===== config.mk =====
export PLATFORM = sky130hd
export DESIGN_NAME = limbo_top
export DESIGN_NICKNAME = d
export VERILOG_FILES = /design/src/design/limbo_top.v /design/src/design/limbo_burst_seq.v
export VERILOG_INCLUDE_DIRS = /design/src /design/src/design
export SDC_FILE = /design/constraint.sdc
export NUM_CORES = 1
export LEC_CHECK = 0
export BUFFER_PORTS_ARGS = -buffer_cell sky130_fd_sc_hd__buf_2
export CORE_MARGIN = 3
export CORE_UTILIZATION = 59
export DETAILED_ROUTE_END_ITERATION = 10
export GPL_TIMING_DRIVEN = 0
export HOLD_SLACK_MARGIN = 0.15
export PLACE_DENSITY = 0.95
export SYNTH_ARGS = -nofsm -noshare
export SYNTH_HDL_FRONTEND = slang
export SYNTH_SLANG_ARGS = --single-unit

===== constraint.sdc =====
create_clock -name SYS_CLK -period 6 [get_ports SYS_CLK]
set_clock_uncertainty 0.1 [all_clocks]
set_input_delay 1.2 -clock SYS_CLK [delete_from_list [all_inputs] [get_ports SYS_CLK]]
set_output_delay 1.2 -clock SYS_CLK [all_outputs]
set_load 0.05 [all_outputs]

===== src/design/limbo_regs.vh =====
// constants for the LPDDR init, mode register and burst order block
`ifndef LIMBO_REGS_VH
`define LIMBO_REGS_VH
// ----------------------------------------
// timing
// ----------------------------------------
`define LIMBO_CLK_PERIOD_NS 100
`define LIMBO_STAB_TIME_NS 200000
`define LIMBO_STAB_CYC ((`LIMBO_STAB_TIME_NS + `LIMBO_CLK_PERIOD_NS - 1) / `LIMBO_CLK_PERIOD_NS)
`define LIMBO_STAB_W 16
// ----------------------------------------
// register map (byte addresses)
// ----------------------------------------
`define LIMBO_PADDR_W 8
`define LIMBO_OFS_STATUS 8'h00
`define LIMBO_OFS_MODE 8'h04
`define LIMBO_OFS_EXT 8'h08
`define LIMBO_OFS_CTRL 8'h0c
`define LIMBO_RST_WORD 32'h0000_0000
`define LIMBO_CTRL_RST 2'h1
// status bits
`define LIMBO_ST_DONE 0
`define LIMBO_ST_STAB 1
`define LIMBO_ST_PRE 2
`define LIMBO_ST_MR 3
`define LIMBO_ST_EMR 4
`define LIMBO_ST_SEQERR 5
`define LIMBO_ST_RSVD 6
`define LIMBO_ST_REF_LSB 8
`define LIMBO_ST_REF_MSB 9
// control bits
`define LIMBO_CT_BURST_EN 0
`define LIMBO_CT_STRICT 1
// ----------------------------------------
// command bus: {ras_n, cas_n, we_n} with cs_n low
// ----------------------------------------
`define LIMBO_CMD_NOP 3'h7
`define LIMBO_CMD_ACT 3'h3
`define LIMBO_CMD_READ 3'h5
`define LIMBO_CMD_WRITE 3'h4
`define LIMBO_CMD_BST 3'h6
`define LIMBO_CMD_PRE 3'h2
`define LIMBO_CMD_REF 3'h1
`define LIMBO_CMD_MRS 3'h0
`define LIMBO_AP_BIT 10
`define LIMBO_BA_BASE 2'h0
`define LIMBO_BA_EXT 2'h2
`define LIMBO_REF_NEED 2'h2
// ----------------------------------------
// base mode register fields
// ----------------------------------------
`define LIMBO_MR_BL_LSB 0
`define LIMBO_MR_BL_MSB 2
`define LIMBO_MR_BT_BIT 3
`define LIMBO_MR_RL_LSB 4
`define LIMBO_MR_RL_MSB 6
`define LIMBO_BL_2 3'h1
`define LIMBO_BL_16 3'h4
`define LIMBO_RL_MIN 3'h2
`define LIMBO_RL_MAX 3'h3
`define LIMBO_MR_DEF_MSB 6
`endif


===== src/design/limbo_top.v =====
// LPDDR init tracker, mode registers and burst column order behind an APB slave
// Summary of operation
// - after full initialization any valid command is accepted
// - mode register set with both bank bits low writes base register
// - base register holds until rewritten, deep power down or power loss
// - bits 2:0 burst length, bit 3 burst type, bits 6:4 read latency
// - burst lengths two, four, eight and sixteen, sequential and interleaved
// - aligned block of burst length chosen by upper column bits, wrapping
// - low column bits give the starting position in the block
// - one programmed burst length serves reads and writes
// - sequential order adds the beat index modulo the burst length
// - interleaved order xors the beat index into the start offset
// - mode register set with bank bits one-zero writes extended register
`include "limbo_regs.vh"
`default_nettype none
module limbo_top #(
  parameter COL_W = 10,
  parameter ADDR_W = 14,
  parameter STAB_CYCLES = `LIMBO_STAB_CYC
) (
  input wire SYS_CLK, // 10 MHz system clock
  input wire RESET_N, // async reset, active low
  input wire CKE, // clock enable from controller
  input wire CS_N, // chip select, active low
  input wire RAS_N, // row strobe, active low
  input wire CAS_N, // column strobe, active low
  input wire WE_N, // write enable, active low
  input wire [1:0] BA, // bank address
  input wire [ADDR_W-1:0] ADDR, // address / mode opcode
  input wire PSEL, // apb select
  input wire PENABLE, // apb enable
  input wire PWRITE, // apb direction
  input wire [`LIMBO_PADDR_W-1:0] PADDR, // apb byte address
  input wire [31:0] PWDATA, // apb write data
  output reg [31:0] PRDATA, // apb read data
  output reg PREADY, // apb ready
  output reg PSLVERR, // apb error on unmapped address
  output reg INIT_DONE, // initialization complete
  output reg [2:0] READ_LATENCY, // programmed read latency
  output wire [COL_W-1:0] BURST_COL, // column of current access
  output wire BURST_VALID, // access in progress
  output wire BURST_WRITE, // access belongs to a write
  output wire BURST_LAST // final access of burst
);
  // ----------------------------------------
  // init states
  // ----------------------------------------
  localparam S_STAB = 2'b00;
  localparam S_PRE = 2'b01;
  localparam S_CFG = 2'b10;
  localparam S_DONE = 2'b11;

  reg [1:0] state_reg;
  reg [1:0] state_next;
  reg [`LIMBO_STAB_W-1:0] stab_cnt_reg;
  reg stab_ok_reg;
  reg [1:0] ref_cnt_reg;
  reg pre_seen_reg;
  reg mr_ok_reg;
  reg emr_ok_reg;
  reg seq_err_reg;
  reg rsvd_err_reg;
  reg [ADDR_W-1:0] mode_reg;
  reg [ADDR_W-1:0] ext_reg;
  reg [1:0] ctrl_reg;

  wire sel = ~CS_N & CKE;
  wire [2:0] cmd = {RAS_N, CAS_N, WE_N};
  wire is_nop = CS_N | (cmd == `LIMBO_CMD_NOP);
  wire is_pre_all = sel & (cmd == `LIMBO_CMD_PRE) & ADDR[`LIMBO_AP_BIT];
  wire is_ref = sel & (cmd == `LIMBO_CMD_REF);
  wire is_mrs = sel & (cmd == `LIMBO_CMD_MRS);
  wire mrs_base = is_mrs & (BA == `LIMBO_BA_BASE);
  wire mrs_ext = is_mrs & (BA == `LIMBO_BA_EXT);
  wire is_rd = sel & (cmd == `LIMBO_CMD_READ);
  wire is_wr = sel & (cmd == `LIMBO_CMD_WRITE);
  // deep power down: burst terminate encoding with clock enable low
  wire is_dpd = ~CKE & ~CS_N & (cmd == `LIMBO_CMD_BST);

  // ----------------------------------------
  // mode register decode
  // ----------------------------------------
  wire [2:0] bl_code = mode_reg[`LIMBO_MR_BL_MSB:`LIMBO_MR_BL_LSB];
  wire bt_il = mode_reg[`LIMBO_MR_BT_BIT];
  wire [2:0] rl_code = mode_reg[`LIMBO_MR_RL_MSB:`LIMBO_MR_RL_LSB];
  wire bl_legal = (bl_code >= `LIMBO_BL_2) && (bl_code <= `LIMBO_BL_16);
  wire [2:0] new_bl = ADDR[`LIMBO_MR_BL_MSB:`LIMBO_MR_BL_LSB];
  wire [2:0] new_rl = ADDR[`LIMBO_MR_RL_MSB:`LIMBO_MR_RL_LSB];
  wire new_rsvd = (new_bl < `LIMBO_BL_2) || (new_bl > `LIMBO_BL_16) ||
                  (new_rl < `LIMBO_RL_MIN) || (new_rl > `LIMBO_RL_MAX) ||
                  (|ADDR[ADDR_W-1:`LIMBO_MR_DEF_MSB+1]);

  // reads and writes before init is done are dropped; the strict bit also
  // blocks them while the reserved error flag is set; a reserved length blocks them anyway
  wire burst_go = (is_rd | is_wr) & (state_reg == S_DONE) & ctrl_reg[`LIMBO_CT_BURST_EN] & bl_legal;

  // ----------------------------------------
  // apb decode
  // ----------------------------------------
  wire apb_setup = PSEL & ~PENABLE;
  wire apb_wr = PSEL & PENABLE & PREADY & PWRITE;
  wire addr_hit = (PADDR == `LIMBO_OFS_STATUS) || (PADDR == `LIMBO_OFS_MODE) ||
                  (PADDR == `LIMBO_OFS_EXT) || (PADDR == `LIMBO_OFS_CTRL);
  wire wr_status = apb_wr & (PADDR == `LIMBO_OFS_STATUS);
  wire wr_ctrl = apb_wr & (PADDR == `LIMBO_OFS_CTRL);
  reg [31:0] status_word;
  reg [31:0] rd_word;

  // ----------------------------------------
  // sequence errors
  // ----------------------------------------
  wire early_cmd = ~is_nop & ~stab_ok_reg & (state_reg == S_STAB);
  wire mrs_busy = (mrs_base | mrs_ext) & BURST_VALID;
  wire bad_step = ~is_nop & ~is_pre_all & (state_reg == S_PRE) & CKE;
  wire err_evt = early_cmd | mrs_busy | bad_step;
  wire rsvd_evt = mrs_base & new_rsvd;

  always @* begin
    state_next = state_reg;
    case (state_reg)
      S_STAB: begin
        if (stab_ok_reg && is_pre_all) begin
          state_next = S_CFG;
        end else if (stab_ok_reg) begin
          state_next = S_PRE;
        end
      end
      S_PRE: begin
        if (is_pre_all) begin
          state_next = S_CFG;
        end
      end
      S_CFG: begin
        // refreshes may come before or after the two register writes
        if ((ref_cnt_reg == `LIMBO_REF_NEED) && mr_ok_reg && emr_ok_reg) begin
          state_next = S_DONE;
        end
      end
      default: begin
        state_next = S_DONE;
      end
    endcase
    if (is_dpd) begin
      state_next = S_STAB;
    end
  end

  always @(posedge SYS_CLK or negedge RESET_N) begin
    if (!RESET_N) begin
      state_reg <= S_STAB;
      stab_cnt_reg <= {`LIMBO_STAB_W{1'b0}};
      stab_ok_reg <= 1'b0;
      ref_cnt_reg <= 2'h0;
      pre_seen_reg <= 1'b0;
      mr_ok_reg <= 1'b0;
      emr_ok_reg <= 1'b0;
      mode_reg <= {ADDR_W{1'b0}};
      ext_reg <= {ADDR_W{1'b0}};
      INIT_DONE <= 1'b0;
      READ_LATENCY <= 3'h0;
    end else begin
      state_reg <= state_next;
      INIT_DONE <= (state_next == S_DONE);
      // wait counts only cycles with clock enable high
      if (state_reg == S_STAB && !stab_ok_reg && CKE) begin
        if (stab_cnt_reg == STAB_CYCLES[`LIMBO_STAB_W-1:0] - 1'b1) begin
          stab_ok_reg <= 1'b1;
        end
        stab_cnt_reg <= stab_cnt_reg + 1'b1;
      end
      if (is_pre_all && state_reg != S_DONE) begin
        pre_seen_reg <= 1'b1;
      end
      if (is_ref && state_reg == S_CFG && ref_cnt_reg != `LIMBO_REF_NEED) begin
        ref_cnt_reg <= ref_cnt_reg + 2'h1;
      end
      if (mrs_base) begin
        mode_reg <= ADDR;
        READ_LATENCY <= new_rl;
        if (state_reg == S_CFG) begin
          mr_ok_reg <= 1'b1;
        end
      end
      if (mrs_ext) begin
        ext_reg <= ADDR;
        if (state_reg == S_CFG) begin
          emr_ok_reg <= 1'b1;
        end
      end
      if (is_dpd) begin
        // deep power down loses both mode words and the init progress
        mode_reg <= {ADDR_W{1'b0}};
        ext_reg <= {ADDR_W{1'b0}};
        READ_LATENCY <= 3'h0;
        stab_cnt_reg <= {`LIMBO_STAB_W{1'b0}};
        stab_ok_reg <= 1'b0;
        ref_cnt_reg <= 2'h0;
        pre_seen_reg <= 1'b0;
        mr_ok_reg <= 1'b0;
        emr_ok_reg <= 1'b0;
        INIT_DONE <= 1'b0;
      end
    end
  end

  // ----------------------------------------
  // sticky error flags, write one to clear, a new event wins
  // ----------------------------------------
  always @(posedge SYS_CLK or negedge RESET_N) begin
    if (!RESET_N) begin
      seq_err_reg <= 1'b0;
      rsvd_err_reg <= 1'b0;
    end else begin
      if (err_evt) begin
        seq_err_reg <= 1'b1;
      end else if (wr_status && PWDATA[`LIMBO_ST_SEQERR]) begin
        seq_err_reg <= 1'b0;
      end
      if (rsvd_evt) begin
        rsvd_err_reg <= 1'b1;
      end else if (wr_status && PWDATA[`LIMBO_ST_RSVD]) begin
        rsvd_err_reg <= 1'b0;
      end
    end
  end

  // ----------------------------------------
  // apb slave, zero wait states: ready is registered from the setup cycle and high in the access cycle
  // ----------------------------------------
  always @* begin
    status_word = `LIMBO_RST_WORD;
    status_word[`LIMBO_ST_DONE] = INIT_DONE;
    status_word[`LIMBO_ST_STAB] = stab_ok_reg;
    status_word[`LIMBO_ST_PRE] = pre_seen_reg;
    status_word[`LIMBO_ST_MR] = mr_ok_reg;
    status_word[`LIMBO_ST_EMR] = emr_ok_reg;
    status_word[`LIMBO_ST_SEQERR] = seq_err_reg;
    status_word[`LIMBO_ST_RSVD] = rsvd_err_reg;
    status_word[`LIMBO_ST_REF_MSB:`LIMBO_ST_REF_LSB] = ref_cnt_reg;
    rd_word = `LIMBO_RST_WORD;
    if (PADDR == `LIMBO_OFS_STATUS) begin
      rd_word = status_word;
    end else if (PADDR == `LIMBO_OFS_MODE) begin
      rd_word[ADDR_W-1:0] = mode_reg;
    end else if (PADDR == `LIMBO_OFS_EXT) begin
      rd_word[ADDR_W-1:0] = ext_reg;
    end else if (PADDR == `LIMBO_OFS_CTRL) begin
      rd_word[1:0] = ctrl_reg;
    end
  end

  always @(posedge SYS_CLK or negedge RESET_N) begin
    if (!RESET_N) begin
      PREADY <= 1'b0;
      PSLVERR <= 1'b0;
      PRDATA <= `LIMBO_RST_WORD;
      ctrl_reg <= `LIMBO_CTRL_RST;
    end else begin
      PREADY <= apb_setup;
      PSLVERR <= apb_setup & ~addr_hit;
      if (apb_setup && !PWRITE) begin
        PRDATA <= rd_word;
      end
      if (wr_ctrl) begin
        ctrl_reg <= PWDATA[1:0];
      end
    end
  end

  // ----------------------------------------
  // burst column sequencer
  // ----------------------------------------
  wire strict_block = ctrl_reg[`LIMBO_CT_STRICT] & rsvd_err_reg;

  limbo_burst_seq #(
    .COL_W(COL_W)
  ) u_burst (
    .clk(SYS_CLK),
    .rst_n(RESET_N),
    .start(burst_go & ~strict_block),
    .start_write(is_wr),
    .start_col(ADDR[COL_W-1:0]),
    .len_log2(bl_code),
    .interleave(bt_il),
    .col_out(BURST_COL),
    .valid_out(BURST_VALID),
    .write_out(BURST_WRITE),
    .last_out(BURST_LAST)
  );

  wire unused_ok = &{1'b0, rl_code};
endmodule
`default_nettype wire


===== src/design/limbo_burst_seq.v =====
// column sequencer that walks one burst inside its wrapping block
`default_nettype none
module limbo_burst_seq #(
  parameter COL_W = 10
) (
  input wire clk, // system clock
  input wire rst_n, // async reset, active low
  input wire start, // read or write registered this cycle
  input wire start_write, // burst is a write
  input wire [COL_W-1:0] start_col, // column given with the command
  input wire [2:0] len_log2, // log2 of burst length, 1..4
  input wire interleave, // 1 interleaved, 0 sequential
  output reg [COL_W-1:0] col_out, // column of the current access
  output reg valid_out, // one access per cycle while high
  output reg write_out, // current burst is a write
  output reg last_out // final access of the burst
);
  reg [COL_W-1:0] base_reg;
  reg [3:0] off0_reg;
  reg [3:0] k_reg;
  reg [3:0] mask_reg;
  reg il_reg;
  wire [4:0] mask_full;
  wire [3:0] mask_new;
  wire [3:0] off_next;
  wire [COL_W-1:0] mask_col;

  assign mask_full = (5'h01 << len_log2) - 5'h01;
  assign mask_new = mask_full[3:0];
  assign mask_col = {{(COL_W-4){1'b0}}, mask_new};
  // interleave xors the beat index in, sequential adds it; both wrap in the block
  assign off_next = il_reg ? ((off0_reg ^ k_reg) & mask_reg) : ((off0_reg + k_reg) & mask_reg);

  always @(posedge clk or negedge rst_n) begin
    if (!rst_n) begin
      base_reg <= {COL_W{1'b0}};
      off0_reg <= 4'h0;
      k_reg <= 4'h0;
      mask_reg <= 4'h0;
      il_reg <= 1'b0;
      col_out <= {COL_W{1'b0}};
      valid_out <= 1'b0;
      write_out <= 1'b0;
      last_out <= 1'b0;
    end else if (start) begin
      // a new command cuts short any burst still running
      base_reg <= start_col & ~mask_col;
      off0_reg <= start_col[3:0] & mask_new;
      mask_reg <= mask_new;
      il_reg <= interleave;
      k_reg <= 4'h1;
      col_out <= start_col;
      valid_out <= 1'b1;
      write_out <= start_write;
      last_out <= 1'b0;
    end else if (valid_out && !last_out) begin
      col_out <= base_reg | {{(COL_W-4){1'b0}}, off_next};
      last_out <= (k_reg == mask_reg);
      k_reg <= k_reg + 4'h1;
    end else begin
      valid_out <= 1'b0;
      last_out <= 1'b0;
    end
  end
endmodule
`default_nettype wire


==> results by group <==
Outcome
  – Outcome: completed

Timing
  – Shortest period the worst path allows: around 2.8 ns
  – Peak Freq: 0.357 GHz
  – Total negative setup slack: 0 ns
  – Final Max Tran Viols: 0
  – Fin crit share: a little under half
  – Final Hold Fails: 0
  – Worst slew pin tran: a little under 0.7 ns
  – RSZ-0062 raised after global routing: false
  – Setup Viol. Count Final: 0
  – Slack of the critical path: roughly 3.2 ns
  – Slew headroom: between 50% and 60%

Clock tree
  – TritonCTS clock tree: built
  – Hold buffers post-CTS: 0
  – Worst skew pair latency: between 0.3 and 0.4 ns
  – Max H-tree Level: 3
  – Reg clk slew, reported paths: roughly 0.1 ns
  – CTS root buf: clkbuf_8
  – CTS buffer count: 9
  – Buffer count from post-CTS setup fixing: 0
  – Clock sinks: ~110
  – Cts repair resizes: 0
  – Clock Path Buffers: 2

Logic synthesis
  – Synth top area cells: dfrtp_1 (51%), nand2_1 (8.9%), o21ai_0 (5.4%)
  – Sequential cell area fraction in the yosys report: between 50 and 60%
  – Mapped Area: 0.00525 mm2
  – YS warnings: 0
  – Synth async-reset ratio: 100%
  – Mapped Cells: around 560
  – Avg Cell Area, Syn: 9.46 um2
  – Synth cell types: 50
  – #FFs+latches synth: 109
  – Top FF cell, synth: dfrtp_1
  – Post-synth EDFFs: 0
  – Area leader, netlist: dfrtp_1
  – Yosys top cell area share: between 50% and 60%

Power and ir drop
  – Leak: 2.90 nW
  – Switching power: between 400 and 500 uW
  – Int Power: between 1 and 1.5 mW
  – PwrDens: ~250 mW/mm2
  – Share of power burned in registers: approximately 55%
  – Gate power share: ~16%
  – Worst IR Drop VDD: approximately 0.00013 V
  – Sw frac: 30.0%
  – Clock power frac: 29.9%

Layout
  – Fillers: around 610
  – Area growth syn-to-layout: 14.7%
  – Layout cells sized above 1: roughly a fifth
  – Number of flip-flops in the largest register: 16
  – Antenna Cells: 0
  – Post-route cell area: roughly 0.006 mm2
  – Layout net count: 727
  – Post-Layout Cell Count: roughly 760

Worst setup path
  – R2R Setup Slk: 3.81 ns
  – Crit path launch type: input pin
  – CP Capture Type: register
  – Critical Path RT: ~6.2 ns
  – Critical path arrival: around 3.0 ns
  – Crit Path Max Fanout: 10
  – Crit Path Category: input pin to register

GRT
  – Met1 usage: 35.7%
  – Vias in the first global route: 4514
  – First-pass GRT wire length: between 20000 and 25000 um
  – GR met3 Demand/Resource: roughly 5.8%
  – Pin count of the biggest net entering global routing: 65
  – Total Routing Usage GR: ~27%
  – Congestion Overflow GR: 0
  – Grt peak-use layer: met2
  – Initial antenna violation count: 0
  – GR Layer Usage met2: 45.5%

Die
  – Core Area: approximately 0.0084 mm2
  – Die Height: around 100 um
  – Full die area: around 0.010 mm2
  – Rows: 33
  – Initial Util: 62.3%
  – Ports: around 120
  – Die Wd: 100 um

Detailed routing
  – Drt total wl: 13200 um
  – Routed wire length per instance: ~17 um
  – Residual DRC: 0
  – Via count: about 4500
  – Antenna viol nets, final: 0
  – Vias/cell: 5.93
  – Pre-antenna DRT Iters: 5
  – DRT iter0 DRCs: slightly above 400

Place
  – DP Wirelength: about 9800 um
  – Port Buffers: 70
  – Placement Setup Slack: 2.87 ns
  – Placer Congestion: ~0.96
  – Total instance count after detailed placement: 748
  – Cell Area, Placed: 0.00583 mm2

Job
  – Max-cap violations: 0

Hold path
  – Worst min path class: register to register
[cell usage after synthesis (2+ instances only)]
cell type / number
a21oi_1: 26
buf_6: 2
mux2_2: 4
clkbuf_1: 16
mux2i_1: 13
nor3b_1: 2
o31ai_1: 7
and2_1: 4
nand2b_1: 5
nor3_1: 6
nor4_4: 2
o21ai_0: 57
nor2b_1: 6
nand4_1: 7
a22o_1: 3
dfrtp_1: 108
inv_1: 6
nand2_1: 124
mux4_2: 2
a22oi_1: 5
xnor2_1: 12
and3_1: 8
ha_1: 6
a31oi_1: 2
buf_4: 22
xor2_1: 9
nand3_1: 16
buf_2: 6
nor4_1: 7
nor2_1: 42
[placed cells by master (no fill, tap or decap), types with 3 or more instances in the layout]
cell type / count
a21oi_1: 26
nand2b_1: 5
clkbuf_1: 17
a22oi_1: 5
and3_1: 8
buf_4: 23
mux2_2: 4
xnor2_1: 12
nand2_1: 124
conb_1: 18
clkbuf_8: 9
nand4_1: 7
xor2_1: 9
dfrtp_1: 108
buf_2: 75
ha_1: 6
o31ai_1: 7
nor2b_1: 6
nor3_1: 6
and2_1: 4
a22o_1: 3
inv_1: 6
o21ai_0: 57
mux2i_1: 13
nor2_1: 42
nand3_1: 16
nor4_1: 7
[stage by stage]
stage	hold slack (ns)	util [%]	power (mW)
6_report	0.376	71.5	1.50
5_1_grt	0.404	71.5	1.56
4_1_cts	0.382	71.5	1.50
3_5_place_dp	0.358	69.2	1.06
3_3_place_gp	0.349	68.8	1.05
2_1_floorplan	0.337	-	0.979
[path summary, 6_finish.rpt]
kind                                            end  cells after the start                start
worst max-delay path                     ext_reg[6]                      8                 CS_N
worst min-delay path            u_burst.base_reg[4]                      2  u_burst.base_reg[4]
worst max register to register     stab_cnt_reg[13]                      6         state_reg[0]
worst min register to register  u_burst.base_reg[4]                      2  u_burst.base_reg[4]
max in group asynchronous               ctrl_reg[0]                      2              RESET_N
min in group asynchronous              mode_reg[12]                      1              RESET_N
[power groups by stage]
stage | clock network, mW | registers [mW] | logic [mW]
3_3_place_gp | 0 | 0.829 | 0.218
2_1_floorplan | 0 | 0.842 | 0.138
5_1_grt | 0.480 | 0.826 | 0.255
3_5_place_dp | 0 | 0.832 | 0.230
4_1_cts | 0.453 | 0.818 | 0.231
6_report | 0.449 | 0.820 | 0.233
[worst max-delay path: stages]
cell and delay (ns):
buf_2 0.13, or3b_1 0.45, nor4_1 0.33, and2_1 0.20, buf_2 0.23, buf_2 0.27
nand2_1 0.08, o21ai_0 0.09
[cells by family (layout without fill, tap and decap cells)]
logic type | after synthesis | after routing | synth area share [%]
AOI/OAI and AO/OA | 109 | 109 | 12.2
muxes | 19 | 19 | 4.19
and+or+nand+nor | 236 | 236 | 20.5
xor gates and xnor gates | 21 | 21 | 3.50
DFF | 109 | 109 | 52.0
buffers and inverters | 53 | 140 | 5.79
other | 1 | 18 | 0.0714
adders and majority gates | 7 | 7 | 1.81
[layout make-up]
class	instances	area [um2]	area share, %
flip-flops and latches	109	2730	45.3
multi-input cells	410	2280	37.9
repair buffers	71	380	6.31
plain buffers	47	282	4.67
well taps	105	131	2.18
clock buffers	10	128	2.12
clock inverters	6	70.1	1.16
inverters	6	22.5	0.374
[routing by layer]
metal | up-vias | part of all wire, %
met5 | - | 0
met4 | 0 | 3.2
met3 | 44 | 9.7
met2 | 247 | 49
met1 | 2180 | 39
li1 | 2059 | -
Note: power is estimated with default switching activity, not from simulation.
